## config.mk

```make
export PLATFORM = sky130hd
export DESIGN_NAME = ppm_pin_map
export DESIGN_NICKNAME = d
export VERILOG_FILES = /design/src/rtl/ppm_pkg.sv /design/src/rtl/ppm_pin_map.sv
export VERILOG_INCLUDE_DIRS = /design/src /design/src/rtl
export SDC_FILE = /design/constraint.sdc
export NUM_CORES = 1
export LEC_CHECK = 0
export BUFFER_PORTS_ARGS = -buffer_cell sky130_fd_sc_hd__buf_2
export CELL_PAD_IN_SITES_DETAIL_PLACEMENT = 1
export CELL_PAD_IN_SITES_GLOBAL_PLACEMENT = 1
export CORE_MARGIN = 4
export CORE_UTILIZATION = 34
export DETAILED_ROUTE_END_ITERATION = 8
export PLACE_DENSITY = 0.66
export SYNTH_ARGS = -nofsm -noshare
export SYNTH_HDL_FRONTEND = slang
export SYNTH_SLANG_ARGS = --single-unit
```

## constraint.sdc

```tcl
create_clock -name clk_in -period 2.4 [get_ports clk_in]
set_input_delay 0.12 -clock clk_in [delete_from_list [all_inputs] [get_ports clk_in]]
set_output_delay 0.12 -clock clk_in [all_outputs]
set_load 0.005 [all_outputs]
```

## src/rtl/ppm_consts.svh

```systemverilog
// Constants for the programmable pad mapper.
// Assumes inclusion by the pad mapper module, its checker and the bench.
`ifndef PPM_CONSTS_SVH
`define PPM_CONSTS_SVH

// ==========================================================
// Pad count and index layout
`define PPM_NPAD      22
`define PPM_NPAD_LIM  5'h16
`define PPM_PAD_RXD   0
`define PPM_PAD_TXD   1
`define PPM_PAD_CTS   2
`define PPM_PAD_RTS   3
`define PPM_PAD_SDO   6
`define PPM_PAD_SEL   7
`define PPM_PAD_RCLK  12
`define PPM_PAD_RDAT  13
`define PPM_PAD_WAKE  18
`define PPM_PAD_CRQO  20
`define PPM_PAD_CRQN  21

// ==========================================================
// Pull masks, one bit per pad
`define PPM_RST_PU    22'h20308F
`define PPM_RST_PD    22'h1FCF70
`define PPM_DEF_PU    22'h003085

// ==========================================================
// Adopted host link codes
`define PPM_IF_NONE   2'h0
`define PPM_IF_UART   2'h1
`define PPM_IF_SPI    2'h2

`endif

```

## src/rtl/ppm_pkg.sv

```systemverilog
// Types shared by the programmable pad mapper and its bench.
// Assumes ppm_consts.svh sits on the include path.
package ppm_pkg;

  // ========================================================
  // Pad functions and pulls
  typedef enum logic [3:0] {
    pf_input, pf_low, pf_high, pf_uart_tx, pf_uart_rts,
    pf_spi_do, pf_spi_flow, pf_wake, pf_clk_req, pf_clk_req_n
  } ppm_func_e;

  typedef enum logic [1:0] {
    pull_none, pull_down, pull_up
  } ppm_pull_e;

  // ========================================================
  // Mapping phase
  typedef enum {
    st_init, st_default, st_uart, st_spi
  } ppm_phase_e;

endpackage : ppm_pkg

```

## src/rtl/ppm_pin_map.sv

```systemverilog
// Programmable pad mapper: function, drive and pull of 22 pads.
// Assumes pad buffers outside apply drive, enable and pulls,
// and core logic supplies the function signals and map writes.
`include "ppm_consts.svh"
`timescale 1ns/100ps
`default_nettype none

module ppm_pin_map (
  input  wire logic                  clk_in,
  input  wire logic                  rst_b_in,
  input  wire logic [21:0]           pad_in,
  input  wire logic                  uart_txd_in,
  input  wire logic                  uart_rts_in,
  input  wire logic                  spi_do_in,
  input  wire logic                  spi_flow_in,
  input  wire logic                  wake_in,
  input  wire logic                  core_clk_req_in,
  input  wire logic                  spi_cfg_wr_in,
  input  wire logic [4:0]            spi_flow_pad_in,
  input  wire logic                  map_wr_in,
  input  wire logic [4:0]            map_pad_in,
  input  wire ppm_pkg::ppm_func_e    map_func_in,
  input  wire ppm_pkg::ppm_pull_e    map_pull_in,
  output logic [21:0]                pad_drive_out,
  output logic [21:0]                pad_oe_out,
  output logic [21:0]                pad_pull_up_out,
  output logic [21:0]                pad_pull_down_out,
  output logic [21:0]                pad_level_out,
  output logic [1:0]                 host_if_out,
  output logic                       map_done_out,
  output logic                       map_refused_out
);

  // ========================================================
  // Functions
  // Function shown on a pad once reset and setup are over
  function automatic ppm_pkg::ppm_func_e dflt_func(input int i);
    ppm_pkg::ppm_func_e f;
    f = ppm_pkg::pf_input;
    if (i == `PPM_PAD_TXD || i == `PPM_PAD_RTS) begin
      f = ppm_pkg::pf_high;
    end else if (i == `PPM_PAD_SDO) begin
      f = ppm_pkg::pf_spi_do;
    end else if (i == `PPM_PAD_WAKE || i == `PPM_PAD_CRQN) begin
      f = ppm_pkg::pf_low;
    end else if (i == `PPM_PAD_CRQO) begin
      f = ppm_pkg::pf_high;
    end
    return f;
  endfunction : dflt_func

  // Pull taken from a pair of masks
  function automatic ppm_pkg::ppm_pull_e mask_pull(
    input logic [21:0] pu,
    input logic [21:0] pd,
    input int          i
  );
    ppm_pkg::ppm_pull_e p;
    p = ppm_pkg::pull_none;
    if (pu[i]) begin
      p = ppm_pkg::pull_up;
    end else if (pd[i]) begin
      p = ppm_pkg::pull_down;
    end
    return p;
  endfunction : mask_pull

  // Pull shown once setup is over; a driven pad other than SDO carries no pull,
  // so its driver never fights a resistor toward the other rail
  function automatic ppm_pkg::ppm_pull_e dflt_pull(input int i);
    ppm_pkg::ppm_func_e f;
    ppm_pkg::ppm_pull_e p;
    f = dflt_func(i);
    p = mask_pull(`PPM_DEF_PU, `PPM_RST_PD, i);
    if (f != ppm_pkg::pf_input && f != ppm_pkg::pf_spi_do) begin
      p = ppm_pkg::pull_none;
    end
    return p;
  endfunction : dflt_pull

  // Drive pair {enable, level} for a pad function
  function automatic logic [1:0] pad_drive(
    input ppm_pkg::ppm_func_e f,
    input logic               spi_on,
    input logic               sel_lvl
  );
    logic [1:0] d;
    d = 2'h0;
    unique case (f)
      ppm_pkg::pf_input:     d = 2'h0;
      ppm_pkg::pf_low:       d = 2'h2;
      ppm_pkg::pf_high:      d = 2'h3;
      ppm_pkg::pf_uart_tx:   d = {1'b1, uart_txd_in};
      ppm_pkg::pf_uart_rts:  d = {1'b1, uart_rts_in};
      // Only drive while adopted and selected; shared bus otherwise
      ppm_pkg::pf_spi_do:    d = {spi_on & ~sel_lvl, spi_do_in};
      ppm_pkg::pf_spi_flow:  d = {1'b1, spi_flow_in};
      ppm_pkg::pf_wake:      d = {1'b1, wake_in};
      ppm_pkg::pf_clk_req:   d = {1'b1, core_clk_req_in};
      ppm_pkg::pf_clk_req_n: d = {1'b1, ~core_clk_req_in};
      default:               d = 2'h0;
    endcase
    return d;
  endfunction : pad_drive

  // ========================================================
  // State
  ppm_pkg::ppm_phase_e phase_reg;
  ppm_pkg::ppm_phase_e phase_next;
  ppm_pkg::ppm_func_e  func_reg [`PPM_NPAD];
  ppm_pkg::ppm_pull_e  pull_reg [`PPM_NPAD];
  logic [21:0]         sync1_reg;
  logic [21:0]         sync2_reg;
  logic [21:0]         sync3_reg;
  logic [21:0]         filt_reg;
  logic [4:0]          flow_pad_reg;
  logic                flow_set_reg;
  logic                uart_seen;
  logic                spi_seen;
  logic                map_ok;
  logic                cfg_ok;

  // ========================================================
  // Pad input synchronisers
  // Three stages; a level counts once stages two and three agree
  always_ff @(posedge clk_in or negedge rst_b_in) begin
    if (!rst_b_in) begin
      sync1_reg <= `PPM_RST_PU;
      sync2_reg <= `PPM_RST_PU;
      sync3_reg <= `PPM_RST_PU;
    end else begin
      sync1_reg <= pad_in;
      sync2_reg <= sync1_reg;
      sync3_reg <= sync2_reg;
    end
  end

  // Filtered level, held where the two late stages disagree
  always_ff @(posedge clk_in or negedge rst_b_in) begin
    if (!rst_b_in) begin
      filt_reg <= `PPM_RST_PU;
    end else begin
      filt_reg <= (sync2_reg & sync3_reg) |
                  (filt_reg & (sync2_reg ^ sync3_reg));
    end
  end

  // ========================================================
  // Host link detection and request checks
  // Start bit on receive or select pulled low marks host data;
  // UART wins a tie since its start bit is the older evidence
  always_comb begin
    uart_seen = (phase_reg == ppm_pkg::st_default) &&
                !filt_reg[`PPM_PAD_RXD];
    spi_seen  = (phase_reg == ppm_pkg::st_default) &&
                !filt_reg[`PPM_PAD_SEL] && !uart_seen;
    map_ok    = map_wr_in && (map_pad_in < `PPM_NPAD_LIM) &&
                (phase_reg == ppm_pkg::st_uart ||
                 phase_reg == ppm_pkg::st_spi);
    cfg_ok    = spi_cfg_wr_in && (spi_flow_pad_in < `PPM_NPAD_LIM) &&
                (phase_reg == ppm_pkg::st_spi);
  end

  // Next phase; adoption is final until the next reset
  always_comb begin
    phase_next = phase_reg;
    unique case (phase_reg)
      ppm_pkg::st_init:    phase_next = ppm_pkg::st_default;
      ppm_pkg::st_default: begin
        if (uart_seen) begin
          phase_next = ppm_pkg::st_uart;
        end else if (spi_seen) begin
          phase_next = ppm_pkg::st_spi;
        end
      end
      ppm_pkg::st_uart:    phase_next = ppm_pkg::st_uart;
      ppm_pkg::st_spi:     phase_next = ppm_pkg::st_spi;
    endcase
  end

  // Phase register
  always_ff @(posedge clk_in or negedge rst_b_in) begin
    if (!rst_b_in) begin
      phase_reg <= ppm_pkg::st_init;
    end else begin
      phase_reg <= phase_next;
    end
  end

  // ========================================================
  // Pad configuration table
  // Steps in order: defaults, auto remap, SPI config, map write;
  // in one cycle only the earliest step that applies takes effect
  always_ff @(posedge clk_in or negedge rst_b_in) begin
    if (!rst_b_in) begin
      for (int i = 0; i < `PPM_NPAD; i++) begin
        func_reg[i] <= ppm_pkg::pf_input;
        pull_reg[i] <= mask_pull(`PPM_RST_PU, `PPM_RST_PD, i);
      end
    end else if (phase_reg == ppm_pkg::st_init) begin
      for (int i = 0; i < `PPM_NPAD; i++) begin
        func_reg[i] <= dflt_func(i);
        pull_reg[i] <= dflt_pull(i);
      end
    end else if (uart_seen) begin
      // Auto remap for the adopted link
      func_reg[`PPM_PAD_TXD] <= ppm_pkg::pf_uart_tx;
      func_reg[`PPM_PAD_RTS] <= ppm_pkg::pf_uart_rts;
      func_reg[`PPM_PAD_SDO] <= ppm_pkg::pf_input;
    end else if (spi_seen) begin
      func_reg[`PPM_PAD_TXD]  <= ppm_pkg::pf_input;
      pull_reg[`PPM_PAD_TXD]  <= ppm_pkg::pull_up;
      func_reg[`PPM_PAD_RTS]  <= ppm_pkg::pf_input;
      pull_reg[`PPM_PAD_RTS]  <= ppm_pkg::pull_up;
      func_reg[`PPM_PAD_WAKE] <= ppm_pkg::pf_wake;
    end else if (cfg_ok) begin
      // Previous flow pad falls back to a quiet pulled-down input
      if (flow_set_reg) begin
        func_reg[flow_pad_reg] <= ppm_pkg::pf_input;
        pull_reg[flow_pad_reg] <= ppm_pkg::pull_down;
      end
      func_reg[spi_flow_pad_in] <= ppm_pkg::pf_spi_flow;
    end else if (map_ok) begin
      // Host remap; pad index already range-checked
      func_reg[map_pad_in] <= map_func_in;
      pull_reg[map_pad_in] <= map_pull_in;
    end
  end

  // Flow pad bookkeeping, so a moved flow pad releases the old one
  always_ff @(posedge clk_in or negedge rst_b_in) begin
    if (!rst_b_in) begin
      flow_pad_reg <= 5'h00;
      flow_set_reg <= 1'b0;
    end else if (cfg_ok) begin
      // Config wins over a map write, so it always lands in the table
      flow_pad_reg <= spi_flow_pad_in;
      flow_set_reg <= 1'b1;
    end else if (map_ok && flow_set_reg && map_pad_in == flow_pad_reg) begin
      flow_set_reg <= 1'b0;
    end
  end

  // ========================================================
  // Pad outputs
  // Registered so pads never glitch on a table rewrite
  always_ff @(posedge clk_in or negedge rst_b_in) begin
    if (!rst_b_in) begin
      pad_drive_out     <= 22'h000000;
      pad_oe_out        <= 22'h000000;
      pad_pull_up_out   <= `PPM_RST_PU;
      pad_pull_down_out <= `PPM_RST_PD;
    end else begin
      for (int i = 0; i < `PPM_NPAD; i++) begin
        {pad_oe_out[i], pad_drive_out[i]} <=
          pad_drive(func_reg[i], phase_reg == ppm_pkg::st_spi,
                    filt_reg[`PPM_PAD_SEL]);
        pad_pull_up_out[i]   <= pull_reg[i] == ppm_pkg::pull_up;
        pad_pull_down_out[i] <= pull_reg[i] == ppm_pkg::pull_down;
      end
    end
  end

  // ========================================================
  // Core-facing status
  // Filtered levels let the core read input functions on any pad
  always_ff @(posedge clk_in or negedge rst_b_in) begin
    if (!rst_b_in) begin
      pad_level_out   <= `PPM_RST_PU;
      host_if_out     <= `PPM_IF_NONE;
      map_done_out    <= 1'b0;
      map_refused_out <= 1'b0;
    end else begin
      pad_level_out <= filt_reg;
      unique case (phase_reg)
        ppm_pkg::st_uart: host_if_out <= `PPM_IF_UART;
        ppm_pkg::st_spi:  host_if_out <= `PPM_IF_SPI;
        ppm_pkg::st_init, ppm_pkg::st_default: host_if_out <= `PPM_IF_NONE;
      endcase
      // A map write beside a config write loses to it and is refused
      map_done_out    <= (map_ok && !cfg_ok) || cfg_ok;
      map_refused_out <= (map_wr_in && !(map_ok && !cfg_ok)) ||
                         (spi_cfg_wr_in && !cfg_ok);
    end
  end

endmodule : ppm_pin_map

`default_nettype wire

```

==> results.json <==
{
  "place_congestion": 0.956,
  "max_freq_ghz": 0.424,
  "first_iter_violations": 975,
  "total_power_uw": 15200,
  "hold_path.class": "input port to flip-flop",
  "syn-instance-count": 1563,
  "wire_per_inst_um": 23.7,
  "synth_area_mm2": 0.0160,
  "startpoint_type": "flip-flop",
  "status": "completed",
  "clk_root_buffer_cell": "clkbuf_16",
  "fin_skew_ns": 0.0225,
  "period_share_pct": 98.2,
  "yosysUniqueCellTypes": 87,
  "vias": 13800,
  "rows": 79,
  "whs_ns": 0.0465,
  "clock_latency_ns": 0.56,
  "critPathRequiredTime_ns": 2.89,
  "slew_headroom_pct": 42.6,
  "p_leak_uw": 0.00867,
  "cts-htree-levels": 2,
  "max_cap_viol_count": 0,
  "yosysWarnings": 0,
  "hpwl_um": 41400,
  "min_path_cells": 4,
  "grt_start_max_net_pins": 65,
  "setup_viol": 0,
  "synthFlopType": "dfrtp_1",
  "grt_pass1_wl_um": 88600,
  "dpl_cell_area_mm2": 0.0182,
  "dr.pass1.iters": 7,
  "cp_max_fo": 12,
  "post-place-ws_ns": -0.0395,
  "drive_above_1_share_pct": 25.3,
  "cts_tree": "yes",
  "rsz0062_at_grt": "no",
  "grt_pass1_vias": 14600,
  "syn_to_final_growth_pct": 23.7,
  "dieWidth_um": 225,
  "synth.avg_cell_area_um2": 10.3,
  "reg2regPathDepth": 5,
  "drc": 0,
  "die_h_um": 225,
  "start_util_pct": 34.4,
  "critPathKind": "flip-flop to flip-flop",
  "synth-edff-count": 0,
  "fin_area_mm2": 0.0198,
  "worstPathCellList": "and3_1 -> nand3_2 -> buf_4 -> o21ai_0 -> a22o_1",
  "die_area_mm2": 0.0507,
  "synth-seq-area-share_pct": 54.0,
  "synth_nets": 1633,
  "worst_pin_slew_ns": 0.861,
  "track_usage_pct": 22.5,
  "layout_setup_ws_ns": 0.0424,
  "clock_sink_count": 342,
  "clockBufferDepth": 3,
  "fin_crit_ns": 2.36,
  "vdd_ir_drop_max_uv": 817,
  "antenna_cells": 0,
  "cp.arrival_ns": 2.85,
  "viasPerCell": 5.64,
  "path_clk_slew_ns": 0.06,
  "overflow": 0,
  "antenna_found_initial": 1,
  "routed_wl_um": 58000,
  "tns_ns": 0,
  "ioPinCount": 162,
  "io_buffers": 161,
  "worstSetupEndpointType": "flip-flop",
  "ys_ff_latch": 342,
  "ant_nets": 0,
  "power.density_mw_per_mm2": 765,
  "largest_reg_flops": 88,
  "finalHoldViolCount": 0,
  "cts_buffers": 40,
  "final-max-slew-violation-count": 0,
  "fin_nets": 1882,
  "cpPeakStageDelay_ns": 0.61,
  "slowest_stage": "o21ai_0",
  "core_mm2": 0.0466,
  "async_reset_ff_share_pct": 100
}
==> worst paths after layout <==
check	startpoint	end	slack, ns
hold / removal	map_pull_in[0]	pull_reg[6]	0.05
hold reg to reg	sync1_reg[5]	sync2_reg[5]	0.35
setup / recovery	phase_reg[0]	func_reg[58]	0.04
min in group asynchronous	rst_b_in	pad_level_out[6]	0.11
setup reg to reg	phase_reg[0]	func_reg[58]	0.04
max in group asynchronous	rst_b_in	sync1_reg[12]	1.41
==> cell type report <==
| cell class | instances | area, um2 |
|---|---|---|
| Fill cell | 5202 | 26700 |
| Sequential cell | 342 | 8660 |
| Tap cell | 607 | 759 |
| Inverter | 37 | 139 |
| Clock inverter | 11 | 71.3 |
| Timing Repair Buffer | 310 | 2180 |
| Multi-Input combinational cell | 1081 | 6790 |
| Clock buffer | 63 | 1230 |
==> metrics by stage <==
stage	cells	utilization, %
2_1_floorplan	1563	-
3_3_place_gp	2348	39.2
3_5_place_dp	2348	39.2
4_1_cts	2451	42.6
5_1_grt	2451	42.6
6_report	2451	42.6
==> what timing repair did <==
item,4_1_cts,5_1_grt
endpoints found under the setup margin,1,5
setup buffers,0,0
gates resized for setup,1,1
hold buffers,29,0
hold endpoints to repair,286,0
==> synth_stat cells (24+ instances only) <==
cell / count / share of area (%)
dfrtp_1: 258 / 40
nor2_1: 139 / 3.3
a21oi_1: 122 / 3.8
nand2_1: 107 / 2.5
o21ai_0: 96 / 3.0
dfstp_2: 84 / 14
nor2b_1: 64 / 2.5
clkbuf_1: 58 / 1.4
a31oi_1: 45 / 1.8
nor3_1: 43 / 1.3
a21o_1: 40 / 1.9
inv_1: 36 / 0.84
nand3_1: 35 / 1.1
buf_2: 27 / 0.84
o22ai_1: 25 / 0.98
mux2i_1: 24 / 1.5
==> logic make-up (layout without fill, tap and decap cells) <==
kind of cell / Yosys count / count (layout) / share of synthesized area [%]
mux: 31 / 31 / 2.20
buf+inv: 140 / 421 / 3.73
simple gates: 473 / 473 / 14.8
xor+xnor: 18 / 18 / 0.983
compound gates: 537 / 537 / 22.6
fa+ha+maj: 22 / 22 / 1.72
flops: 342 / 342 / 54.0
==> metal layers <==
layer  share of wire (%)  routed length, um  global-route usage [%]  up-vias
met4                 3.7               2120                    8.27        0
met2                  46              26800                    36.5      445
li1                    -                  -                       -     6198
met1                  45              25900                    30.6     7075
met3                 5.4               3150                    3.82      105
met5                   0                  0                       0        -
==> worst max-delay path, delay by kind of cell (launching register included) <==
family	cells	cell delay, ns
AO/OA/AOI/OAI	2	0.86
flip-flops	1	0.57
AND/OR/NAND/NOR	2	0.56
buffers and inverters	1	0.30
==> cells in the final DEF, fill, tap and decap left out, types with 16 or more instances in the layout <==
cell and n:
dfrtp_1 257, a22o_1 16, o22a_1 22, buf_2 160, nor3_1 43, nor2_1 138, o2bb2ai_1 22, buf_4 106
o22ai_1 25, clkbuf_16 42, dlygate4sd3_1 29, nor2b_1 64, o21ai_0 96, nand2b_1 17, nand3_1 34, a31oi_1 45
a21o_1 40, mux2i_1 24, ha_1 22, nand2_1 107, inv_1 36, dfstp_2 84, a21oi_1 122
==> report_power, final <==
group          leakage, uW  switching [uW]  internal, uW
sequential         0.00417             526          6580
clock             0.000641            2450          3530
combinational      0.00386            1110           989
total              0.00867            4090         11100
Note: power is estimated with default switching activity, not from simulation.
